===== src/design/rgbpc_pkg.sv =====
// Purpose: Shared constants and types for the colour LED parameter unit
// Assumes: 250 MHz system clock, 16-bit register port
// Notes:   Command codes are defaults for the top module's command parameters
package rgbpc_pkg;

    localparam int LVL_W  = 12;
    localparam int OFFT_W = 12;
    localparam int DAT_W  = 16;
    localparam int ADR_W  = 4;
    localparam int CMD_W  = 8;
    localparam int NCH    = 3;

    ////////////////////////////////////////////////////////////////////////
    // Register offsets
    localparam logic [ADR_W-1:0] CMD_ADDR  = 4'h0;
    localparam logic [ADR_W-1:0] VAL_ADDR  = 4'h1;
    localparam logic [ADR_W-1:0] STAT_ADDR = 4'h2;

    ////////////////////////////////////////////////////////////////////////
    // Reset values and limits
    localparam logic [LVL_W-1:0]  LVL_RST  = 12'h000;
    localparam logic [LVL_W-1:0]  REF_RST  = 12'h000;
    localparam logic [LVL_W-1:0]  REF_MAX  = 12'h080;
    localparam logic [OFFT_W-1:0] OFFT_RST = 12'h040;

    ////////////////////////////////////////////////////////////////////////
    // Off-time tick: 64 MHz derived from the system clock by accumulation
    localparam int CLK_MHZ  = 250;
    localparam int TICK_MHZ = 64;
    localparam logic [8:0] TICK_STEP = 9'(TICK_MHZ);
    localparam logic [8:0] TICK_MOD  = 9'(CLK_MHZ);

    ////////////////////////////////////////////////////////////////////////
    // Pending value counts
    localparam logic [1:0] PEND_NONE = 2'h0;
    localparam logic [1:0] PEND_ONE  = 2'h1;
    localparam logic [1:0] PEND_TWO  = 2'h2;
    localparam logic [1:0] PEND_ALL  = 2'h3;

    ////////////////////////////////////////////////////////////////////////
    // Default command codes (values arbitrary)
    localparam logic [CMD_W-1:0] DEF_LVL_R  = 8'h01;
    localparam logic [CMD_W-1:0] DEF_LVL_G  = 8'h02;
    localparam logic [CMD_W-1:0] DEF_LVL_B  = 8'h03;
    localparam logic [CMD_W-1:0] DEF_LVL_A  = 8'h04;
    localparam logic [CMD_W-1:0] DEF_REF_R  = 8'h05;
    localparam logic [CMD_W-1:0] DEF_REF_G  = 8'h06;
    localparam logic [CMD_W-1:0] DEF_REF_B  = 8'h07;
    localparam logic [CMD_W-1:0] DEF_OFFT_R = 8'h08;
    localparam logic [CMD_W-1:0] DEF_OFFT_G = 8'h09;
    localparam logic [CMD_W-1:0] DEF_OFFT_B = 8'h0a;

    typedef enum logic [1:0] {
        RGBPC_SW_ON,
        RGBPC_SW_FALL,
        RGBPC_SW_OFF
    } rgbpc_sw_t;

    typedef enum logic [2:0] {
        RGBPC_K_NONE,
        RGBPC_K_LVL,
        RGBPC_K_REF,
        RGBPC_K_OFFT,
        RGBPC_K_ALL
    } rgbpc_kind_t;

endpackage


===== src/design/rgbpc_chan.sv =====
// Purpose: Peak-current switch control for one colour channel
// Assumes: Comparator input synchronous to clk, tick one cycle at 64 MHz
// Notes:   Switch is on after reset
`timescale 1ns/1ps
module rgbpc_chan
    import rgbpc_pkg::*;
#(
    parameter int OFFT_W_P = OFFT_W
)(
    input  wire logic                clk,
    input  wire logic                rst_n,
    input  wire logic                tick,
    input  wire logic                cmp_hi,
    input  wire logic [OFFT_W_P-1:0] off_time,
    output logic                     sw_on
);

    typedef struct packed {
        rgbpc_sw_t           st;
        logic [OFFT_W_P-1:0] cnt;
        logic                sw;
    } rgbpc_chst_t;

    rgbpc_chst_t s;
    rgbpc_chst_t next_s;

    assign sw_on = s.sw;

    ////////////////////////////////////////////////////////////////////////
    always_comb begin
        next_s = s;
        case (s.st)
            RGBPC_SW_ON: begin
                if (cmp_hi) begin
                    next_s.st = RGBPC_SW_FALL;
                    next_s.sw = 1'b0;
                end
            end
            RGBPC_SW_FALL: begin
                // Timer waits for the current to drop below the reference
                if (!cmp_hi) begin
                    next_s.st  = RGBPC_SW_OFF;
                    next_s.cnt = '0;
                end
            end
            RGBPC_SW_OFF: begin
                if (s.cnt >= off_time) begin
                    next_s.st  = RGBPC_SW_ON;
                    next_s.sw  = 1'b1;
                    next_s.cnt = '0;
                end else if (tick) begin
                    next_s.cnt = s.cnt + 1'b1;
                end
            end
            default: begin
                next_s.st = RGBPC_SW_ON;
                next_s.sw = 1'b1;
            end
        endcase
    end

    always_ff @(posedge clk or negedge rst_n) begin
        if (!rst_n) begin
            s.st  <= RGBPC_SW_ON;
            s.cnt <= '0;
            s.sw  <= 1'b1;
        end else begin
            s <= next_s;
        end
    end

endmodule


===== src/design/rgbpc_top.sv =====
// Purpose: Command-driven parameter unit for a three-channel colour driver
// Assumes: Register port synchronous to MCLK, comparators synchronous
// Notes:   Commands go to the command register, values to the value one
// Function
// - Each channel keeps a 12-bit unsigned intensity, 0xfff is maximum.
// - Red, green, blue modulators each follow their stored intensity.
// - Single intensity command plus value replaces only that channel.
// - Combined intensity command takes red, green, blue values in order.
// - Peak-current command plus value updates that channel's reference.
// - Reference code maps linearly: code/4096 of full-scale threshold.
// - Reference above 0x80 is discarded and 0x80 stored instead.
// - Comparator trip drives that channel's switch output low.
// - Switch stays off for the off-time, then turns on again.
// - Off timer starts only after current falls below the reference.
// - Off counter counts at 64 MHz; at off-time it clears, switch on.
//
// Local design decisions: the register addresses and the address-and-strobe port.
`timescale 1ns/1ps
module rgbpc_top
    import rgbpc_pkg::*;
#(
    parameter logic [CMD_W-1:0] CMD_LVL_R  = DEF_LVL_R,
    parameter logic [CMD_W-1:0] CMD_LVL_G  = DEF_LVL_G,
    parameter logic [CMD_W-1:0] CMD_LVL_B  = DEF_LVL_B,
    parameter logic [CMD_W-1:0] CMD_LVL_A  = DEF_LVL_A,
    parameter logic [CMD_W-1:0] CMD_REF_R  = DEF_REF_R,
    parameter logic [CMD_W-1:0] CMD_REF_G  = DEF_REF_G,
    parameter logic [CMD_W-1:0] CMD_REF_B  = DEF_REF_B,
    parameter logic [CMD_W-1:0] CMD_OFFT_R = DEF_OFFT_R,
    parameter logic [CMD_W-1:0] CMD_OFFT_G = DEF_OFFT_G,
    parameter logic [CMD_W-1:0] CMD_OFFT_B = DEF_OFFT_B
)(
    input  wire logic              MCLK,
    input  wire logic              RST_N,
    input  wire logic [ADR_W-1:0]  ADDR,
    input  wire logic [DAT_W-1:0]  WDATA,
    input  wire logic              WR,
    input  wire logic              RD,
    output logic      [DAT_W-1:0]  RDATA,
    input  wire logic [NCH-1:0]    CMP_HI,
    output logic      [NCH-1:0]    SW_ON,
    output logic      [NCH-1:0]    PDM_OUT,
    output logic      [LVL_W-1:0]  PEAK_REF_R,
    output logic      [LVL_W-1:0]  PEAK_REF_G,
    output logic      [LVL_W-1:0]  PEAK_REF_B
);

    typedef struct packed {
        logic [NCH-1:0][LVL_W-1:0]  lvl;
        logic [NCH-1:0][LVL_W-1:0]  pref;
        logic [NCH-1:0][OFFT_W-1:0] offt;
        logic [1:0][LVL_W-1:0]      hold;
        logic [1:0]                 pend;
        logic [1:0]                 idx;
        rgbpc_kind_t                kind;
        logic [NCH-1:0][LVL_W-1:0]  acc;
        logic [NCH-1:0]             pdm;
        logic [8:0]                 tacc;
        logic                       tick;
        logic [DAT_W-1:0]           rdata;
    } rgbpc_st_t;

    rgbpc_st_t s;
    rgbpc_st_t next_s;

    logic [LVL_W-1:0] val;
    logic [LVL_W:0]   sum [NCH];
    logic [9:0]       tsum;

    assign RDATA      = s.rdata;
    assign PDM_OUT    = s.pdm;
    // Code passed straight to the threshold generator: code/4096 of scale
    assign PEAK_REF_R = s.pref[0];
    assign PEAK_REF_G = s.pref[1];
    assign PEAK_REF_B = s.pref[2];
    assign val        = WDATA[LVL_W-1:0];
    assign tsum       = {1'b0, s.tacc} + {1'b0, TICK_STEP};

    ////////////////////////////////////////////////////////////////////////
    // Peak-current switch control per channel
    genvar g;
    generate
        for (g = 0; g < NCH; g++) begin : g_ch
            assign sum[g] = {1'b0, s.acc[g]} + {1'b0, s.lvl[g]};
            rgbpc_chan #(
                .OFFT_W_P (OFFT_W)
            ) rgbpc_chan_inst (
                .clk      (MCLK),
                .rst_n    (RST_N),
                .tick     (s.tick),
                .cmp_hi   (CMP_HI[g]),
                .off_time (s.offt[g]),
                .sw_on    (SW_ON[g])
            );
        end
    endgenerate

    ////////////////////////////////////////////////////////////////////////
    // Command decode, parameter store, modulators, tick
    always_comb begin
        next_s = s;

        // 64 MHz tick from a fractional accumulator
        if (tsum >= {1'b0, TICK_MOD}) begin
            next_s.tacc = 9'(tsum - {1'b0, TICK_MOD});
            next_s.tick = 1'b1;
        end else begin
            next_s.tacc = tsum[8:0];
            next_s.tick = 1'b0;
        end

        // First-order modulators, duty follows intensity
        for (int i = 0; i < NCH; i++) begin
            next_s.acc[i] = sum[i][LVL_W-1:0];
            next_s.pdm[i] = sum[i][LVL_W];
        end

        if (WR && ADDR == CMD_ADDR) begin
            next_s.pend = PEND_ONE;
            next_s.idx  = 2'd0;
            case (WDATA[CMD_W-1:0])
                CMD_LVL_R: begin
                    next_s.kind = RGBPC_K_LVL;
                    next_s.idx  = 2'd0;
                end
                CMD_LVL_G: begin
                    next_s.kind = RGBPC_K_LVL;
                    next_s.idx  = 2'd1;
                end
                CMD_LVL_B: begin
                    next_s.kind = RGBPC_K_LVL;
                    next_s.idx  = 2'd2;
                end
                CMD_LVL_A: begin
                    next_s.kind = RGBPC_K_ALL;
                    next_s.pend = PEND_ALL;
                end
                CMD_REF_R: begin
                    next_s.kind = RGBPC_K_REF;
                    next_s.idx  = 2'd0;
                end
                CMD_REF_G: begin
                    next_s.kind = RGBPC_K_REF;
                    next_s.idx  = 2'd1;
                end
                CMD_REF_B: begin
                    next_s.kind = RGBPC_K_REF;
                    next_s.idx  = 2'd2;
                end
                CMD_OFFT_R: begin
                    next_s.kind = RGBPC_K_OFFT;
                    next_s.idx  = 2'd0;
                end
                CMD_OFFT_G: begin
                    next_s.kind = RGBPC_K_OFFT;
                    next_s.idx  = 2'd1;
                end
                CMD_OFFT_B: begin
                    next_s.kind = RGBPC_K_OFFT;
                    next_s.idx  = 2'd2;
                end
                default: begin
                    // Unknown code drops any pending command
                    next_s.kind = RGBPC_K_NONE;
                    next_s.pend = PEND_NONE;
                end
            endcase
        end else if (WR && ADDR == VAL_ADDR && s.pend != PEND_NONE) begin
            next_s.pend = s.pend - 1'b1;
            case (s.kind)
                RGBPC_K_LVL: next_s.lvl[s.idx] = val;
                RGBPC_K_REF: begin
                    if (val > REF_MAX) begin
                        next_s.pref[s.idx] = REF_MAX;
                    end else begin
                        next_s.pref[s.idx] = val;
                    end
                end
                RGBPC_K_OFFT: next_s.offt[s.idx] = WDATA[OFFT_W-1:0];
                RGBPC_K_ALL: begin
                    // Red, green, blue; all three change together
                    case (s.pend)
                        PEND_ALL: next_s.hold[0] = val;
                        PEND_TWO: next_s.hold[1] = val;
                        default:  next_s.lvl = {val, s.hold[1], s.hold[0]};
                    endcase
                end
                default: next_s.pend = PEND_NONE;
            endcase
            if (next_s.pend == PEND_NONE) begin
                next_s.kind = RGBPC_K_NONE;
            end
        end

        // Read data valid the cycle after the strobe only
        next_s.rdata = '0;
        if (RD && ADDR == STAT_ADDR) begin
            next_s.rdata = DAT_W'({s.kind, s.pend, SW_ON});
        end
    end

    always_ff @(posedge MCLK or negedge RST_N) begin
        if (!RST_N) begin
            s.lvl   <= {NCH{LVL_RST}};
            s.pref  <= {NCH{REF_RST}};
            s.offt  <= {NCH{OFFT_RST}};
            s.hold  <= '0;
            s.pend  <= PEND_NONE;
            s.idx   <= 2'd0;
            s.kind  <= RGBPC_K_NONE;
            s.acc   <= '0;
            s.pdm   <= '0;
            s.tacc  <= '0;
            s.tick  <= 1'b0;
            s.rdata <= '0;
        end else begin
            s <= next_s;
        end
    end

endmodule


===== config.mk =====
export PLATFORM = sky130hd
export DESIGN_NAME = rgbpc_top
export DESIGN_NICKNAME = d
export VERILOG_FILES = /design/src/design/rgbpc_pkg.sv /design/src/design/rgbpc_chan.sv /design/src/design/rgbpc_top.sv
export SDC_FILE = /design/constraint.sdc
export NUM_CORES = 1
export LEC_CHECK = 0
export ABC_CLOCK_PERIOD_IN_PS = 2500
export BUFFER_PORTS_ARGS = -buffer_cell sky130_fd_sc_hd__buf_2
export CORE_UTILIZATION = 55
export CTS_BUF_LIST = sky130_fd_sc_hd__clkbuf_2 sky130_fd_sc_hd__clkbuf_4 sky130_fd_sc_hd__clkbuf_8
export CTS_CLUSTER_SIZE = 8
export DETAILED_ROUTE_END_ITERATION = 8
export GPL_ROUTABILITY_DRIVEN = 0
export HOLD_SLACK_MARGIN = 0.12
export PLACE_DENSITY = 0.8
export SLEW_MARGIN = 20
export SYNTH_ARGS = -nofsm -noshare
export SYNTH_HDL_FRONTEND = slang
export SYNTH_SLANG_ARGS = --single-unit
export TNS_END_PERCENT = 20

===== constraint.sdc =====
create_clock -name MCLK -period 2.5 [get_ports MCLK]
set_input_delay 0.125 -clock MCLK [delete_from_list [all_inputs] [get_ports MCLK]]
set_output_delay 0.125 -clock MCLK [all_outputs]
set_load 0.01 [all_outputs]

==> key figures <==
Status
  • Status: complete, no violations

Drt
  • Wire per inst: 16.51 um
  • Post-Route WL: 26160 um
  • DR vias/cell: 5.725
  • DR iter-0 viols: 538
  • DR pass1 iterations: 7
  • Vias post-DR: 9074
  • Antenna-violating nets left: 0
  • DRC violations left: 0

Layout
  • Area Overhead vs Synth: 10.99%
  • Diodes inserted: 0
  • Layout cells sized above 1: 0.1847
  • # nets final: 1402
  • Number of fillers in the final layout: 1751
  • Design area: 0.01390 mm2

Hold path
  • Hold Path Class: primary input to asynchronous set/reset pin

Pwr
  • Cell Pwr Density: 678.0 mW/mm2
  • Peak VDD IR: 0.2676 mV
  • Internal power: 6.787 mW
  • Sw frac: 0.2800
  • Net Switching: 2.639 mW
  • Combinational Power Share: 0.164
  • Clock share of power: 0.396
  • Sequential power share: 0.440
  • Leak: 7.240 nW

Die
  • Die Ht: 152.9 um
  • Starting Density: 0.5670
  • Die area: 0.02338 mm2
  • IO Pins: 85
  • Row count: 54
  • Die Wd: 152.9 um
  • Core area: 0.02209 mm2

STA
  • Max Slew Vio Count: 0
  • Endpoints failing setup: 0
  • RSZ-0062 raised after global routing: no
  • Crit path time final: 2.374 ns
  • Worst-margin pin slew: 0.5729 ns
  • Clock Skew: 0.02621 ns
  • Sum of negative setup slack: 0 ns
  • Slew headroom: 0.6145
  • Final hold vios: 0
  • Fin crit share: 0.9495
  • Fmax: 421.3 MHz

Clocking
  • Clock-pin slew on the worst setup and hold paths: 0.06 ns
  • Number of buffers created by CTS: 42
  • CTS sink cnt: 240
  • Root buf cell: clkbuf_8
  • Clk_lat worst skew: 0.55 ns
  • Post-CTS Setup Inserts: 0
  • Htree depth: 2
  • Clock Tree Buf Depth: 3
  • TritonCTS clock tree: yes

GRT
  • Vias in the first global route: 9191
  • Largest net degree at the start of global routing: 69
  • First-pass GRT wire length: 44390 um
  • Initial antenna violation count: 0
  • Grt total ovfl: 0
  • Total track usage: 0.2334

Placed design
  • Placed cell areas: 0.01283 mm2
  • Detail Placement HPWL: 17690 um
  • Port-buffer cells: 72

Synth
  • Cell variety after synth: 60
  • Avg Cell Area, Syn: 10.28 um2
  • XOR/XNOR Fraction of Synth Area: 0.02517
  • Mapped cell area: 0.01253 mm2
  • Largest family of logic cells by synthesized area: compound AO/OA/AOI/OAI gates
  • Simple-gate portion of the synthesized area: 0.1320
  • Compound-Gate Fraction of Synth Area: 0.1461
  • Ys async rst share: 1.000
  • Seq cells post-synth: 240
  • YS warnings: 0
  • Register area share after synthesis: 0.4800
  • Synth Instances: 1219
  • Post-synth EDFFs: 0
  • Post-synthesis mux area share: 0.04275
  • Synth Flop Type: dfrtp_1
  • Post-synthesis adder-cell area fraction: 0.1017

Critical path
  • Crit end category: flip-flop
  • Arrival time worst endpoint: 2.77 ns
  • Crit path max fanout: 3
  • Worst setup path class: flip-flop to flip-flop
  • Crit start category: flip-flop
  • Worst Path Required: 2.89 ns

Flow run
  • Max Cap Viol: 0
==> cells in the final DEF (no fill, tap or decap), types with 8 or more instances in the layout <==
cell and count:
a22o_1 16, buf_4 21, and3_1 15, o31ai_1 8, a21oi_1 41, a2bb2oi_1 25, clkbuf_4 21, a21o_1 24
nand2b_1 11, nor3_1 20, nand3_1 31, dfrtp_1 234, nor2b_1 13, o22ai_1 25, o21ai_0 100, and2_1 27
ha_1 97, clkbuf_8 52, mux2_2 44, nand2_1 122, dlygate4sd3_1 16, inv_1 63, nor2_1 57, buf_2 71
xor2_1 11, xnor2_1 25, conb_1 8
==> cell families (layout without fill, tap and decap cells) <==
logic type               after synthesis  in the layout
AND/OR/NAND/NOR                      337            337
AO/OA/AOI/OAI                        287            287
flip-flops                           240            240
buffers and inverters                170            249
adder cells (fa/ha/maj)              100            100
multiplexers                          48             48
XOR/XNOR                              36             36
other                                  1              8
==> flip-flops by register name, indices dropped and copies added (netlist names) <==
register / count
RDATA: 8
PDM_OUT: 3
g_ch.rgbpc_chan_inst.sw_on: 3
PEAK_REF_G: 12
PEAK_REF_R: 12
PEAK_REF_B: 12
g_ch.rgbpc_chan_inst.s: 42
s: 148
==> worst paths after layout <==
kind	startpoint	end	slack [ns]	cells after the start
min in group MCLK	ADDR[0]	s[69]$_DFFE_PN0P_	0.20	4
hold reg to reg	PEAK_REF_G[3]$_DFFE_PN0P_	PEAK_REF_G[3]$_DFFE_PN0P_	0.48	2
hold / removal	RST_N	s[25]$_DFF_PN0_	0.13	2
setup reg to reg	s[180]$_DFFE_PN0P_	s[51]$_DFF_PN0_	0.13	7
max in group asynchronous	RST_N	s[102]$_DFFE_PN1P_	1.60	3
setup / recovery	s[180]$_DFFE_PN0P_	s[51]$_DFF_PN0_	0.13	7
==> critical path: stages, from the launching register on <==
cell	delay [ns]
dfrtp_1	0.38
ha_1	0.21
fa_1	0.41
a21o_1	0.17
a21oi_1	0.27
o31ai_1	0.18
a2111oi_0	0.48
nor3_1	0.11
==> power groups by stage <==
stage | logic (mW) | clock network [mW] | registers (mW)
after floorplan | 1.12 | 0 | 4.19
after global placement | 1.46 | 0 | 4.21
after detailed placement | 1.52 | 0 | 4.22
after CTS | 1.55 | 3.80 | 4.15
after global routing | 1.76 | 3.98 | 4.17
final | 1.54 | 3.73 | 4.15
==> cell usage after synthesis (all sizes together), types with 3 or more instances <==
master	number	area share
dfstp	6	0.013
nor3b	4	0.0024
and3	15	0.0075
o31ai	8	0.0048
nand3b	3	0.0018
o21a	7	0.0042
o22ai	25	0.012
nor2	57	0.017
and2	27	0.013
fa	3	0.0048
inv	63	0.019
a21oi	41	0.016
nor3	21	0.0093
or3	3	0.0015
mux2	44	0.040
a31oi	9	0.0050
or2	4	0.0020
nand3	32	0.013
mux2i	4	0.0032
dfrtp	234	0.47
buf	80	0.045
xnor2	25	0.017
ha	97	0.097
nand2b	11	0.0055
nor4	5	0.0025
a21o	24	0.014
a22o	16	0.011
nand4	7	0.0035
and4	4	0.0028
nand2	125	0.038
clkbuf	27	0.0081
xor2	11	0.0077
o2bb2ai	3	0.0021
nor2b	13	0.0065
o21bai	7	0.0042
o21ai	105	0.042
a2bb2oi	25	0.017
==> stage by stage <==
step	total power [mW]	utilization	cells	hold WS (ns)	setup slack, ns
after floorplan	5.304	-	1226	-0.1706	0.3021
after global placement	5.667	0.5806	1495	0.1301	0.1616
after detailed placement	5.741	0.5806	1495	0.1342	0.1150
after CTS	9.507	0.6280	1585	0.1484	0.06604
after global routing	9.914	0.6293	1585	0.1874	0.008092
final	9.427	0.6293	1585	0.1303	0.1262
==> area by class of cell <==
class	instances	area [um2]	share of cell area
well taps	280	350.3	0.02520
flip-flops and latches	240	6013	0.4325
clock buffers	73	873.3	0.06282
repair buffers	112	748.2	0.05382
inverters	63	236.5	0.01701
multi-input cells	816	5674	0.4081
clock inverters	1	7.507	0.0005400
==> timing repair <==
action / 4_1_cts / 5_1_grt
hold buffers: 16 / 0
resized for setup: 1 / 9
setup endpoints to repair: 1 / 49
hold endpoints to repair: 345 / 0
==> layer usage <==
metal / vias up / share of wire / GRT usage
met1: 4459 / 0.45 / 0.3095
li1: 4322 / - / -
met2: 236 / 0.47 / 0.3818
met4: 0 / 0.025 / 0.08562
met3: 57 / 0.058 / 0.04508
met5: - / 0 / 0
Power figures use the tool's default switching activity.
